File: config.mk
export PLATFORM = sky130hd
export DESIGN_NAME = vbcc_top
export DESIGN_NICKNAME = d
export VERILOG_FILES = /design/src/hw/vbcc_pkg.sv /design/src/hw/vbcc_top.sv
export SDC_FILE = /design/constraint.sdc
export NUM_CORES = 1
export LEC_CHECK = 0
export ABC_CLOCK_PERIOD_IN_PS = 2900
export BUFFER_PORTS_ARGS = -buffer_cell sky130_fd_sc_hd__buf_2
export CORE_MARGIN = 3
export CORE_UTILIZATION = 40
export CTS_CLUSTER_DIAMETER = 60
export DETAILED_ROUTE_END_ITERATION = 8
export GPL_ROUTABILITY_DRIVEN = 0
export PLACE_DENSITY = 0.68
export SYNTH_ARGS = -nofsm -noshare
export SYNTH_HDL_FRONTEND = slang
export SYNTH_SLANG_ARGS = --single-unit
File: constraint.sdc
create_clock -name ref_clk -period 2.9 [get_ports ref_clk]
set_clock_uncertainty 0.2 [all_clocks]
set_input_delay 0.145 -clock ref_clk [delete_from_list [all_inputs] [get_ports ref_clk]]
set_output_delay 0.145 -clock ref_clk [all_outputs]
set_load 0.01 [all_outputs]
File: src/hw/vbcc_pkg.sv
/*
 * Package for the video blank and clamp control bank: register addresses,
 * field positions, reset values and shared types.
 * Assumes an upstream serial slave that hands over byte-wide register
 * writes as one-cycle strobes on ref_clk and reads by address.
 */
`default_nettype none

package vbcc_pkg;

    // ------------------------------------------------------------------
    // Register addresses
    // ------------------------------------------------------------------
    localparam logic [7:0] VBCC_ADDR_CONTRAST = 8'h03;
    localparam logic [7:0] VBCC_ADDR_LEVEL4 = 8'h07;
    localparam logic [7:0] VBCC_ADDR_BLANK_CLAMP = 8'h0B;
    localparam logic [7:0] VBCC_ADDR_SOFT_RESET = 8'h0F;

    // ------------------------------------------------------------------
    // Field positions
    // ------------------------------------------------------------------
    localparam int VBCC_BIT_OSD_ONLY = 0;
    localparam int VBCC_BIT_VBLANK_EN = 1;
    localparam int VBCC_BIT_IO_SWITCH = 2;
    localparam int VBCC_BIT_CLAMP_POL = 3;
    localparam int VBCC_BIT_SOFT_RESET = 0;
    localparam int VBCC_CONTRAST_W = 7;

    // ------------------------------------------------------------------
    // Reset values
    // ------------------------------------------------------------------
    localparam logic [7:0] VBCC_BLANK_CLAMP_RST = 8'h04;
    localparam logic [6:0] VBCC_CONTRAST_RST = 7'h00;
    localparam logic [7:0] VBCC_LEVEL4_RST = 8'h80;
    localparam logic [7:0] VBCC_ZERO_BYTE = 8'h00;

    // Cycles the soft reset stays asserted
    localparam logic [1:0] VBCC_SOFT_RESET_TRIGGER_CYCLES = 2'h2;

    // ------------------------------------------------------------------
    // Types
    // ------------------------------------------------------------------
    typedef struct packed {
        logic clamp_polarity_select;
        logic converter_io_switch;
        logic vertical_blank_enable;
        logic osd_only_blank;
    } vbcc_ctrl_type;

    typedef struct packed {
        logic wr_strobe;
        logic [7:0] addr;
        logic [7:0] wdata;
    } vbcc_wr_type;

    typedef enum logic [1:0] {
        VBCC_ST_IDLE = 2'b01,
        VBCC_ST_RESET = 2'b10
    } vbcc_state_type;

endpackage

`default_nettype wire

File: src/hw/vbcc_top.sv
/*
 * Control logic for blanking, clamp polarity, deferred level updates and
 * software reset of a video pre-amplifier.
 * Assumes the serial slave decodes transfers and presents register writes
 * as one-cycle strobes and reads by address; video timing pins are
 * asynchronous and are synchronised here.
 */
// Function
// - With osd-only set, active video is blanked and only the OSD window shows; clear passes video.
// - With vertical blank enable set, vertical blank is ORed with horizontal blank at the output.
// - With vertical blank enable set, contrast and level-4 writes wait for vertical retrace.
// - With vertical blank enable clear, no vertical blanking and level writes apply at once.
// - Io switch set drives the level-4 converter on the shared pin; clear makes it a vblank input.
// - The level-4 value may still be mixed internally while its pin output is off.
// - With vertical blank enable and io switch both set, vblank comes from the sandcastle input.
// - Clamp polarity clear means positive-going clamp, set means negative-going.
// - Soft reset loads defaults into every register except the reset register.
// - Soft reset aborts internal work but leaves serial bus transfers alone.
// - The soft reset bit clears itself when the reset is complete.
// - Mix select set adds half the level-4 value to each of the first three converters.
`timescale 1ns/1ps
`default_nettype none

module vbcc_top (
    input wire logic ref_clk,
    input wire logic rst,
    input wire vbcc_pkg::vbcc_wr_type reg_wr,
    input wire logic [7:0] reg_rd_addr,
    output logic [7:0] reg_rd_data,
    input wire logic hblank_pin,
    input wire logic shared_pin_in,
    input wire logic sandcastle_vblank_pin,
    input wire logic clamp_pin,
    input wire logic fourth_converter_mix_select,
    input wire logic [7:0] first_three_converters_in [3],
    output logic video_blank,
    output logic osd_only_blank,
    output logic clamp_active,
    output logic shared_pin_oe_n,
    output logic [7:0] fourth_level_converter,
    output logic [6:0] contrast_active,
    output logic [8:0] first_three_converters [3],
    output vbcc_pkg::vbcc_ctrl_type ctrl_out,
    output logic soft_reset_active
);
    import vbcc_pkg::*;

    // ------------------------------------------------------------------
    // Input synchronisers
    // ------------------------------------------------------------------
    logic [3:0] pins_meta_r;
    logic [3:0] pins_sync_r;
    logic vblank_prev_r;

    always_ff @(posedge ref_clk) begin
        if (rst) begin
            pins_meta_r <= 4'h0;
            pins_sync_r <= 4'h0;
        end else begin
            pins_meta_r <= {clamp_pin, sandcastle_vblank_pin, shared_pin_in, hblank_pin};
            pins_sync_r <= pins_meta_r;
        end
    end

    logic hblank_s;
    logic vblank_pin_s;
    logic sandcastle_s;
    logic clamp_s;
    assign hblank_s = pins_sync_r[0];
    assign vblank_pin_s = pins_sync_r[1];
    assign sandcastle_s = pins_sync_r[2];
    assign clamp_s = pins_sync_r[3];

    // ------------------------------------------------------------------
    // Soft reset sequencer
    // ------------------------------------------------------------------
    vbcc_state_type state_r;
    vbcc_state_type state_nxt;
    logic [1:0] soft_reset_trigger_cnt_r;
    logic [1:0] soft_reset_trigger_cnt_nxt;
    logic soft_reset_trigger_req;

    function automatic logic is_write(input vbcc_wr_type w, input logic [7:0] a);
        is_write = w.wr_strobe && (w.addr == a);
    endfunction

    assign soft_reset_trigger_req = is_write(reg_wr, VBCC_ADDR_SOFT_RESET) && reg_wr.wdata[VBCC_BIT_SOFT_RESET];

    always_comb begin
        state_nxt = state_r;
        soft_reset_trigger_cnt_nxt = soft_reset_trigger_cnt_r;
        case (state_r)
            VBCC_ST_IDLE: begin
                if (soft_reset_trigger_req) begin
                    state_nxt = VBCC_ST_RESET;
                    soft_reset_trigger_cnt_nxt = VBCC_SOFT_RESET_TRIGGER_CYCLES;
                end
            end
            VBCC_ST_RESET: begin
                // Self-clearing once the count runs out
                soft_reset_trigger_cnt_nxt = soft_reset_trigger_cnt_r - 2'h1;
                if (soft_reset_trigger_cnt_r == 2'h1) begin
                    state_nxt = VBCC_ST_IDLE;
                end
            end
            default: begin
                state_nxt = VBCC_ST_IDLE;
                soft_reset_trigger_cnt_nxt = 2'h0;
            end
        endcase
    end

    always_ff @(posedge ref_clk) begin
        if (rst) begin
            state_r <= VBCC_ST_IDLE;
            soft_reset_trigger_cnt_r <= 2'h0;
        end else begin
            state_r <= state_nxt;
            soft_reset_trigger_cnt_r <= soft_reset_trigger_cnt_nxt;
        end
    end

    logic in_soft_reset_trigger;
    assign in_soft_reset_trigger = (state_r == VBCC_ST_RESET);
    // Serial transfers are not in this block, so only local work is aborted
    assign soft_reset_active = in_soft_reset_trigger;

    // ------------------------------------------------------------------
    // Vertical blank source and edge
    // ------------------------------------------------------------------
    vbcc_ctrl_type ctrl_r;
    vbcc_ctrl_type ctrl_nxt;
    logic vblank_src;
    logic vblank_gated;
    logic vblank_start;

    always_comb begin
        if (ctrl_r.converter_io_switch) begin
            vblank_src = sandcastle_s;
        end else begin
            vblank_src = vblank_pin_s;
        end
    end

    // Internal vertical blanking off while the enable is clear
    assign vblank_gated = ctrl_r.vertical_blank_enable & vblank_src;
    assign vblank_start = vblank_gated & ~vblank_prev_r;

    always_ff @(posedge ref_clk) begin
        if (rst) begin
            vblank_prev_r <= 1'b0;
        end else begin
            vblank_prev_r <= vblank_gated;
        end
    end

    // ------------------------------------------------------------------
    // Registers: control, holding and active values
    // ------------------------------------------------------------------
    logic [6:0] contrast_hold_r;
    logic [6:0] contrast_hold_nxt;
    logic [7:0] level4_hold_r;
    logic [7:0] level4_hold_nxt;
    logic [6:0] contrast_act_r;
    logic [6:0] contrast_act_nxt;
    logic [7:0] level4_act_r;
    logic [7:0] level4_act_nxt;
    logic pending_r;
    logic pending_nxt;

    always_comb begin
        ctrl_nxt = ctrl_r;
        contrast_hold_nxt = contrast_hold_r;
        level4_hold_nxt = level4_hold_r;
        contrast_act_nxt = contrast_act_r;
        level4_act_nxt = level4_act_r;
        pending_nxt = pending_r;
        if (in_soft_reset_trigger) begin
            // Defaults everywhere; pending update dropped
            ctrl_nxt = vbcc_ctrl_type'(VBCC_BLANK_CLAMP_RST[3:0]);
            contrast_hold_nxt = VBCC_CONTRAST_RST;
            level4_hold_nxt = VBCC_LEVEL4_RST;
            contrast_act_nxt = VBCC_CONTRAST_RST;
            level4_act_nxt = VBCC_LEVEL4_RST;
            pending_nxt = 1'b0;
        end else begin
            if (is_write(reg_wr, VBCC_ADDR_BLANK_CLAMP)) begin
                ctrl_nxt = vbcc_ctrl_type'(reg_wr.wdata[3:0]);
            end
            if (is_write(reg_wr, VBCC_ADDR_CONTRAST)) begin
                contrast_hold_nxt = reg_wr.wdata[VBCC_CONTRAST_W-1:0];
                pending_nxt = 1'b1;
            end
            if (is_write(reg_wr, VBCC_ADDR_LEVEL4)) begin
                level4_hold_nxt = reg_wr.wdata;
                pending_nxt = 1'b1;
            end
            if (!ctrl_r.vertical_blank_enable) begin
                // Immediate path follows the holding value
                contrast_act_nxt = contrast_hold_nxt;
                level4_act_nxt = level4_hold_nxt;
                pending_nxt = 1'b0;
            end else if (pending_r && vblank_start) begin
                // A write in this very cycle stays pending for the next blank
                contrast_act_nxt = contrast_hold_r;
                level4_act_nxt = level4_hold_r;
                pending_nxt = pending_nxt & (contrast_hold_nxt != contrast_hold_r
                    || level4_hold_nxt != level4_hold_r);
            end
        end
    end

    always_ff @(posedge ref_clk) begin
        if (rst) begin
            ctrl_r <= vbcc_ctrl_type'(VBCC_BLANK_CLAMP_RST[3:0]);
            contrast_hold_r <= VBCC_CONTRAST_RST;
            level4_hold_r <= VBCC_LEVEL4_RST;
            contrast_act_r <= VBCC_CONTRAST_RST;
            level4_act_r <= VBCC_LEVEL4_RST;
            pending_r <= 1'b0;
        end else begin
            ctrl_r <= ctrl_nxt;
            contrast_hold_r <= contrast_hold_nxt;
            level4_hold_r <= level4_hold_nxt;
            contrast_act_r <= contrast_act_nxt;
            level4_act_r <= level4_act_nxt;
            pending_r <= pending_nxt;
        end
    end

    // ------------------------------------------------------------------
    // Read-back
    // ------------------------------------------------------------------
    logic [7:0] rd_nxt;

    always_comb begin
        case (reg_rd_addr)
            VBCC_ADDR_BLANK_CLAMP: rd_nxt = {4'h0, ctrl_r};
            VBCC_ADDR_SOFT_RESET: rd_nxt = {7'h00, in_soft_reset_trigger};
            VBCC_ADDR_CONTRAST: rd_nxt = {1'b0, contrast_hold_r};
            VBCC_ADDR_LEVEL4: rd_nxt = level4_hold_r;
            default: rd_nxt = VBCC_ZERO_BYTE;
        endcase
    end

    always_ff @(posedge ref_clk) begin
        if (rst) begin
            reg_rd_data <= VBCC_ZERO_BYTE;
        end else begin
            reg_rd_data <= rd_nxt;
        end
    end

    // ------------------------------------------------------------------
    // Video control outputs
    // ------------------------------------------------------------------
    logic blank_nxt;
    logic clamp_nxt;
    logic [8:0] mix_nxt [3];
    logic [8:0] mix_r [3];
    logic blank_r;
    logic clamp_r;

    function automatic logic [8:0] mix_level(input logic [7:0] base, input logic [7:0] l4,
                                             input logic en);
        mix_level = {1'b0, base} + (en ? {2'h0, l4[7:1]} : 9'h000);
    endfunction

    always_comb begin
        // OSD-only blanks active video regardless of timing
        blank_nxt = hblank_s | vblank_gated | ctrl_r.osd_only_blank;
        // Clamp normalised to active high
        clamp_nxt = clamp_s ^ ctrl_r.clamp_polarity_select;
        for (int i = 0; i < 3; i++) begin
            // Mixing ignores the io switch, so it works with the pin off
            mix_nxt[i] = mix_level(first_three_converters_in[i], level4_act_r,
                                   fourth_converter_mix_select);
        end
    end

    always_ff @(posedge ref_clk) begin
        if (rst) begin
            blank_r <= 1'b0;
            clamp_r <= 1'b0;
            for (int i = 0; i < 3; i++) begin
                mix_r[i] <= 9'h000;
            end
        end else begin
            blank_r <= blank_nxt;
            clamp_r <= clamp_nxt;
            for (int i = 0; i < 3; i++) begin
                mix_r[i] <= mix_nxt[i];
            end
        end
    end

    assign video_blank = blank_r;
    assign clamp_active = clamp_r;
    assign first_three_converters = mix_r;
    assign osd_only_blank = ctrl_r.osd_only_blank;
    // Drive low-enable: pin driven while io switch is set
    assign shared_pin_oe_n = ~ctrl_r.converter_io_switch;
    assign fourth_level_converter = level4_act_r;
    assign contrast_active = contrast_act_r;
    assign ctrl_out = ctrl_r;

endmodule

`default_nettype wire

==> metrics, run 1 <==
status=completed; final setup fails=0; die area=~12000 sq um; DP Area=~5000 sq um; Synth Area per Inst=9.32 sq um; Clock Power Share=a little over a third; Chip Width=between 100 and 150 microns; largest net degree at the start of global routing=40; post-route minimum period=2.41 ns; setup tns final=0 ns; DR DRC count=0; worst rel slew slack=54.4%; Final HPWL DP=approximately 8000 microns; Syn Nets=approximately 540; crit path kind=flop to flop; Psw=0.633 mW; Hold Crit Class=input port to flop; first-pass GRT wire length=about 18000 microns; static leakage=around 2.5 nW; Site Rows=36; initial antenna violation count=0; Reg clk slew, reported paths=around 0.080 ns; RSZ-0062 raised after global routing=false; crit path max fanout=3; worst skew pair latency=approximately 0.37 ns; Ys Warns=0; Final #Nets=roughly 670; WL/cell=15.0 microns; PwrDens=about 460 nW/um^2; final core utilization=between 50% and 60%; antenna cells=0; CP Launch Type=flop; library cells used by synthesis=48; drt total wl=about 11000 microns; input/output buffers=about 110; sequential fraction of the synthesis area=approximately two fifths; GRT Util Overall=a little under a fifth; Core Area=about 10000 sq um; sequential share of power=between 40% and 50%; antenna-violating nets left=0; I/O Pins=115; Mapped Cells=~450; TritonCTS Sinks=between 80 and 90; Synth Register Bits=85; design area=5350 sq um; Initial Util=between 40% and 50%; CTS Root Cell=clkbuf_8; share of layout cells above drive strength 1=between 20 and 30%; total CTS buffers=9; htree depth=3; Max VDD drop=around 0.17 mV; cell-internal power=around 1.9 mW; Post-synth ARST share=0%; final hold vios=0; first drt pass iteration count=4; dominant synthesized flop cell=dfxtp_1; synthesized area=approximately 4200 sq um; DRT iter0 DRCs=between 200 and 250; vias in the first global route=~3600; switching part of the total=roughly a quarter; FF-to-FF path depth=8; CP Capture Type=flop; worst slew pin tran=0.678 ns; total gr overflow=0; WP data required=between 2 and 3 ns; Max Fclk=roughly 0.41 GHz; number of flops mapped to enable cells by yosys=0; clk buf depth=2; Final period util=a little over four fifths; worst hold stages=3; Logic pwr share=about 15%; CP Data Arrival Time=approximately 2.4 ns; routed via count=~3700; Area growth syn-to-layout=26.8%; Die Ht=109 microns; CTS tree=built; vias per cell=roughly 5.1; MaxCap Viol Count=0; max-slew violation count=0
what timing repair did:
item	CTS	global route
hold buffers	24	0
setup buffers	0	0
resized for setup	0	0
hold endpoints to repair	42	0
critical path, cell delays in order (launching register included):
cell,delay [ns]
dfxtp_1,0.32
and2_1,0.18
ha_1,0.22
fa_1,0.40
a21o_1,0.17
a21o_1,0.20
a21oi_1,0.23
mux2i_1,0.21
o311ai_0,0.14
synthesized netlist by cell type, drive strengths merged (2+ instances only):
cell type  instances  area, sq um
a31oi              2         12.5
xnor2             13          114
and2              12         75.1
a21o              12         90.1
o21ai             16         80.1
nor4b              4         35.0
nor4               3         40.0
nor2b             19          119
nand3b             3         22.5
nor2              54          203
nand3              4         20.0
mux2              17          191
a2111oi            2         17.5
nand2             13         48.8
or3                2         12.5
nand2b             4         25.0
or2                5         31.3
o2111ai            2         17.5
o311ai             3         26.3
nor3               5         25.0
clkbuf            17         63.8
buf                4         31.3
or4b               6         60.1
mux2i             24          240
inv               20         75.1
a21oi             45          225
a211oi             4         30.0
ha                24          300
o22ai              2         12.5
fa                 3         60.1
nor3b             12         90.1
nand4b             2         17.5
dfxtp             85         1700
registers in the layout, summed over array words and instances (netlist names), 4 cells and up:
name,cells
contrast_hold_r,7
level4_hold_r,8
first_three_converters,27
pins_sync_r,4
pins_meta_r,4
reg_rd_data,8
fourth_level_converter,8
contrast_active,7
through the flow:
step                std cells  total power, mW  setup slack, ns  hold WS (ns)
finish                    723             2.49            0.485        0.0128
global route              723             2.61            0.315        0.0411
CTS                       723             2.51            0.462       0.00934
detailed placement        683             1.61            0.451         0.175
global placement          683             1.60            0.565         0.169
floorplan                 453             1.48            0.646        0.0732
layer usage:
| metal | GRT usage [%] | wire [microns] |
|---|---|---|
| met5 | 0 | 0 |
| met1 | 24.2 | 4840 |
| met2 | 31.0 | 5210 |
| met3 | 4.91 | 609 |
| met4 | 6.13 | 153 |
path summary, 6_finish.rpt:
path / from / slack [ns] / to
setup reg to reg: fourth_level_converter[1] / 0.49 / first_three_converters[6]
setup / recovery: fourth_level_converter[1] / 0.49 / first_three_converters[6]
hold / removal: first_three_converters_in[9] / 0.01 / first_three_converters[10]
hold reg to reg: pins_meta_r[3] / 0.25 / pins_sync_r[3]
cells in the final DEF, fill, tap and decap left out, types with 4 or more instances in the layout:
cell type / instances
buf_2: 114
dfxtp_1: 85
nor2_1: 54
a21oi_1: 45
mux2i_1: 24
ha_1: 24
dlygate4sd3_1: 24
inv_1: 20
nor2b_1: 19
o21ai_0: 16
mux2_2: 13
nand2_1: 13
xnor2_1: 13
and2_1: 12
a21o_1: 12
nor3b_1: 12
clkbuf_8: 12
or4b_2: 6
or2_2: 5
nor3_1: 5
nand3_1: 4
mux2_1: 4
a211oi_1: 4
nand2b_1: 4
buf_4: 4
power groups by stage:
| stage | logic (mW) | registers [mW] | clock network (mW) |
|---|---|---|---|
| finish | 0.371 | 1.23 | 0.883 |
| global route | 0.416 | 1.24 | 0.958 |
| CTS | 0.373 | 1.23 | 0.907 |
| detailed placement | 0.346 | 1.26 | 0 |
| global placement | 0.338 | 1.26 | 0 |
| floorplan | 0.210 | 1.27 | 0 |
cell families after synthesis:
logic type	after synthesis	synth area share, %
AO/OA/AOI/OAI	94	13.5
multiplexers	42	10.8
AND/OR/NAND/NOR	150	19.9
adder cells (fa/ha/maj)	27	8.54
XOR/XNOR	14	2.90
buffers and inverters	41	4.03
flip-flops	85	40.3
final cells by class:
cell class / count / area, sq um
clock buffer: 13 / 169
clock inverter: 3 / 42.5
fill: 922 / 4650
inverter: 20 / 75.1
multi-input combinational: 327 / 2360
sequential: 85 / 1700
tap: 133 / 166
timing repair buffer: 142 / 841
No activity file was read; power rests on OpenSTA's default activity.
==> inputs of run 2 (changes only) <==
ABC_CLOCK_PERIOD_IN_PS = 2100   (was 2900)
PLACE_DENSITY = 0.7   (was 0.68)
clock period = 2.1 ns   (was 2.9 ns; I/O delays follow)
==> run 2 against run 1 <==
Effect of this change: the flow now finishes with violations (hold timing, setup timing); combinational power increased by 52%; first-iteration DRC count decreased by 34%; worst setup slack got worse by 0.54 ns; sequential share of layout area decreased by 2.0 points; clock-buffer cell count decreased by 3; power increased by 40%; flip-flop and latch count unchanged; fmax increased by 12%; core utilization increased by 3.6 points; register-to-register slack got worse by 0.54 ns; clock power increased by 38%; critical path type unchanged; largest power group unchanged; highest routed layer unchanged.
==> metrics, run 2 (synthesis gave the netlist of run 1 again) <==
Core Area=approximately 10000 sq um; input/output buffers=114; Initial Util=a little over two fifths; Max Fclk=between 0.4 and 0.5 GHz; CP max-delay cell=fa_2; routed via count=3839; Design Power=around 3.5 mW; worst rel slew slack=70.6%; final hold vios=1; Final period util=103%; met1 GRT Util=24.7%; vias in the first global route=between 3000 and 4000; fillcell total=~890; busiest grt layer=met2; CP Launch Type=flop; drt total wl=around 11000 microns; Finished Layout Cells=between 700 and 800; CP top delay family=compound AO/OA/AOI/OAI gates; Hold Crit Class=input port to flop; Worst path max stage delay=around 0.34 ns; commonest non-fill, non-tap cell in the layout=buf_2; DRT iter0 DRCs=roughly 130; max FFs per register=27; Hold Slack=-0.0139 ns; worst hold stages=4; GRT Util Overall=19.1%; global-route met2 utilization=30.5%; WP data required=roughly 2.1 ns; crit path kind=flop to flop; worst slack, placed=-0.101 ns; CTS Root Cell=clkbuf_8; Worst Hold End=first_three_converters[20]; antenna cells=0; Chip Width=109 microns; CP Depth=8; Final HPWL DP=around 8300 microns; placed insts=703; vias per cell=5.13; commonest cells after routing, fill and taps aside=buf_2 (114), dfxtp_1 (83), nor2_1 (54); antenna-violating nets left=0; TritonCTS Sinks=85; status=finished, violations left; final setup fails=4; Area growth syn-to-layout=35.3%; Die Ht=between 100 and 150 microns; die area=11800 sq um; most used cell, CP=a21o_1; max-slew violation count=0; static leakage=approximately 2.6 nW; initial antenna violation count=0; post-route minimum period=~2.2 ns; Final #Nets=around 690; violated checks=hold timing, setup timing; Max VDD drop=0.272 mV; worst setup margin=-0.0562 ns; crit-path cells=and2_4 > ha_4 > fa_2 > a21o_1 > a21o_1 > a21oi_2 > mux2i_1 > o311ai_1; Reg clk slew, reported paths=~0.09 ns; FF-to-FF path depth=8; worst slew pin tran=0.429 ns; DR DRC count=0; largest net degree at the start of global routing=24; share of layout cells above drive strength 1=about a third; met3 global-route usage=between 3 and 4%; total gr overflow=0; MaxCap Viol Count=0; PwrDens=approximately 610 nW/um^2; worst reg2reg endpoint=first_three_converters[15]; clk buf depth=2; reg2reg start=fourth_level_converter[1]; htree depth=3; worst skew pair latency=between 0.3 and 0.4 ns; first-pass GRT wire length=~18000 microns; CP Capture Type=flop; Bufs and invs on worst path=0; I/O Pins=approximately 120; r2r setup slk=-0.06 ns; Site Rows=36; CTS tree=built; total CTS buffers=9; CP Data Arrival Time=2.19 ns; hold path start=first_three_converters_in[18]; RSZ-0062 raised after global routing=true; first drt pass iteration count=4; crit path max fanout=3; WL/cell=about 15 microns
## run 2: cell types whose count changed in the layout (fill, tap and decap cells not counted), moves of 6 or more
| cell | delta |
|---|---|
| buf_4 | +22 |
| a21oi_1 | -7 |
| a21oi_2 | +7 |
| ha_1 | -6 |
| ha_4 | +6 |
## run 2: repair_timing
item | in CTS | in global routing
hold endpoints to repair | 51 | 0
setup endpoints to repair | 9 | 10
pin swaps | 6 | 7
gates resized for setup | 5 | 12
hold buffers | 26 | 0
setup buffers | 2 | 2
## run 2: per-stage QoR
stage / instance area (sq um) / setup TNS (ns) / util, %
6_report: 5710 / -0.168 / 57.1
5_1_grt: 5710 / -0.594 / 57.1
4_1_cts: 5610 / -0.163 / 56.1
3_5_place_dp: 5110 / -0.506 / 51.1
3_3_place_gp: 5110 / -0.0742 / 51.1
2_1_floorplan: 4270 / -0.0522 / -
## run 2: final cells by class
type / count / area [sq um] / area share [%]
clock inverter: 6 / 68.8 / 1.20
timing repair buffer: 168 / 1070 / 18.7
sequential: 85 / 1700 / 29.8
inverter: 20 / 75.1 / 1.31
multi-input combinational: 327 / 2490 / 43.7
clock buffer: 10 / 138 / 2.41
tap: 133 / 166 / 2.91
## run 2: power by group
group	internal, mW	leakage (nW)	switching (mW)
combinational	0.272	1.81	0.293
sequential	1.68	0.695	0.0285
clock	0.593	0.104	0.624
total	2.54	2.61	0.945
## run 2: routing by layer
layer  wire length [microns]  vias up
met5                       0        -
met4                     289        0
met3                     645       21
met2                    5450      123
met1                    5050     1790
li1                        -     1905
## run 2: worst max path at each step
| stage | from | endpoint | slack, ns |
|---|---|---|---|
| 2_1_floorplan | fourth_level_converter[1] | first_three_converters[15] | -0.01 |
| 3_5_place_dp | fourth_level_converter[2] | first_three_converters[23] | -0.10 |
| 4_1_cts | fourth_level_converter[1] | first_three_converters[15] | -0.07 |
| 5_1_grt | fourth_level_converter[1] | first_three_converters[15] | -0.16 |
| 6_report | fourth_level_converter[1] | first_three_converters[15] | -0.06 |
| 3_3_place_gp | fourth_level_converter[1] | first_three_converters[15] | -0.03 |
## run 2: tightest hold or removal path, stage by stage
cell and delay (ns):
buf_2 0.11, ha_4 0.15, xnor2_1 0.07, nor2_1 0.07
==> inputs of run 3 (changes only) <==
ABC_AREA = 1   (was unset)
CAP_MARGIN = 20   (was unset)
PLACE_DENSITY = 0.65   (was 0.7)
==> run 3 against run 2 <==
Effect of this change: die area up 0.11%; final area is 0.88% lower; clock-buffer cell count shrank 1; wire length grew 8.5%; largest cell class unchanged; clock power is 9.8% lower; the run now ends clean.
==> metrics, run 3 <==
worst reg2reg endpoint=first_three_converters[26]; MaxCap Viol Count=0; CP Launch Type=flop; largest net degree at the start of global routing=28; crit-path cells=nand2_2 > inv_2 > ha_4 > fa_2 > nand3_2 > nand3_2 > a21o_1 > a21oi_2 > nor2_1 > o21ai_1 > nor2_1; Area growth syn-to-layout=34.0%; CP startpoint=fourth_level_converter[1]; Chip Width=about 110 microns; synthesized area=between 4000 and 5000 sq um; final setup fails=0; CP max-delay cell=fa_2; Synth Area per Inst=between 7 and 8 sq um; vias in the first global route=4106; crit path max fanout=3; Synth Register Bits=85; CP Data Arrival Time=around 2.2 ns; reg2reg start=fourth_level_converter[1]; Final #Nets=slightly above 800; top post-synthesis cells by area=dfxtp_1 (40%), nand2_1 (10%), inv_1 (7.2%); CTS tree=built; I/O Pins=115; status=completed; worst hold stages=4; share of layout cells above drive strength 1=between 20% and 30%; Die Ht=109 microns; first-pass GRT wire length=~20000 microns; design area=5660 sq um; library cells used by synthesis=39; max FFs per register=27; post-route minimum period=2.10 ns; final hold vios=0; routed via count=about 4400; Final HPWL DP=roughly 8900 microns; PwrDens=roughly 580 nW/um^2; antenna-violating nets left=0; dominant synthesized flop cell=dfxtp_1; Final period util=between 90 and 100%; Reg clk slew, reported paths=approximately 0.090 ns; DRT iter0 DRCs=310; Mapped Cells=578; Commonest cells post-synth=nand2_1 (117), dfxtp_1 (85), inv_1 (81); CP top delay family=adder cells; number of flops mapped to enable cells by yosys=0; commonest cells after routing, fill and taps aside=nand2_1 (116), buf_2 (114), dfxtp_1 (84); RSZ-0062 raised after global routing=true; Core Area=10000 sq um; first drt pass iteration count=5; DR DRC count=0; worst slew pin tran=0.711 ns; CP Capture Type=flop; crit path kind=flop to flop; WP data required=roughly 2.2 ns; hold path start=first_three_converters_in[21]; vias per cell=~5; max-slew violation count=0; Worst Hold End=first_three_converters[23]; Max VDD drop=0.295 mV; worst slack, placed=-0.0759 ns; GRT Util Overall=roughly a fifth; Max Fclk=0.477 GHz; worst rel slew slack=a little over half; post-synth top area cell=dfxtp_1; sequential fraction of the synthesis area=around 40%; die area=11800 sq um; clk buf depth=2; DP Area=about 5000 sq um; Bufs and invs on worst path=1; top-count cell post-synth=nand2_1; total gr overflow=0; r2r setup slk=roughly 0.0030 ns; total CTS buffers=9; Initial Util=~42%; Hold Crit Class=input port to flop; Hold Slack=around 0.026 ns; Site Rows=36; share of the synthesized area in the top cell type=40.3%; WL/cell=14.1 microns; FF-to-FF path depth=11; TritonCTS Sinks=85; Post-synth ARST share=0%; commonest non-fill, non-tap cell in the layout=nand2_1; worst skew pair latency=around 0.36 ns; final core utilization=between 50% and 60%; CTS Root Cell=clkbuf_8; Syn Nets=between 600 and 700; Worst path max stage delay=approximately 0.42 ns; antenna cells=0; initial antenna violation count=0; drt total wl=12400 microns; worst setup margin=a little under 0.003 ns; Ys Warns=0; setup tns final=0 ns; htree depth=3; input/output buffers=~110; static leakage=roughly 2.8 nW
==> run 3: layer usage <==
layer	up-vias	track usage, %	wire length [microns]	share of wire [%]
met3	21	3.73	743	6.0
met5	-	0	0	0
met2	149	36.1	6020	49
met1	1995	27.3	5420	44
li1	2247	-	-	-
met4	0	6.76	228	1.8
==> run 3: worst max path at each step <==
stage                                       to  slack, ns  depth (start not counted)
global placement    first_three_converters[26]     -0.002                         11
global route        first_three_converters[26]      -0.08                         11
CTS                 first_three_converters[26]       0.02                         11
finish              first_three_converters[26]      0.003                         11
floorplan           first_three_converters[26]       0.03                         11
detailed placement  first_three_converters[26]      -0.08                         11
==> run 3: worst reg2reg max path: cells and delay by family, from the launching register on <==
kind                     cells  cell delay, ns
AO/OA/AOI/OAI                3            0.49
AND/OR/NAND/NOR              5            0.32
adder cells (fa/ha/maj)      2            0.59
buffers and inverters        1            0.06
flip-flops                   1            0.33
==> run 3: cell families (layout without fill, tap and decap cells) <==
| family | Yosys count | after routing | synth area share, % |
|---|---|---|---|
| AOI/OAI and AO/OA | 120 | 120 | 15.7 |
| xor gates and xnor gates | 1 | 1 | 0.207 |
| DFF | 85 | 85 | 40.3 |
| and+or+nand+nor | 242 | 242 | 25.3 |
| adders and majority gates | 27 | 27 | 8.53 |
| buffers and inverters | 103 | 274 | 10.0 |
==> run 3: final cells by class <==
cell class,count,area [sq um]
inverters,84,315
repair buffers,174,1120
multi-input cells,390,2170
fillers,967,4340
clock inverters,7,58.8
clock buffers,9,124
well taps,133,166
flip-flops and latches,85,1700
==> run 3: what timing repair did <==
action | in CTS | in global routing
setup endpoints to repair | 4 | 10
setup buffers | 0 | 3
hold buffers | 40 | 0
pin swaps | 0 | 6
hold endpoints to repair | 58 | 0
resized for setup | 5 | 19
==> run 3: metrics by stage <==
stage / total power [mW] / cells
2_1_floorplan: 1.96 / 578
3_3_place_gp: 2.12 / 823
3_5_place_dp: 2.13 / 823
4_1_cts: 3.28 / 879
5_1_grt: 3.40 / 882
6_report: 3.26 / 882
==> run 3: power by group <==
| group | internal (mW) | switching [mW] |
|---|---|---|
| combinational | 0.208 | 0.265 |
| sequential | 1.67 | 0.0200 |
| clock | 0.448 | 0.649 |
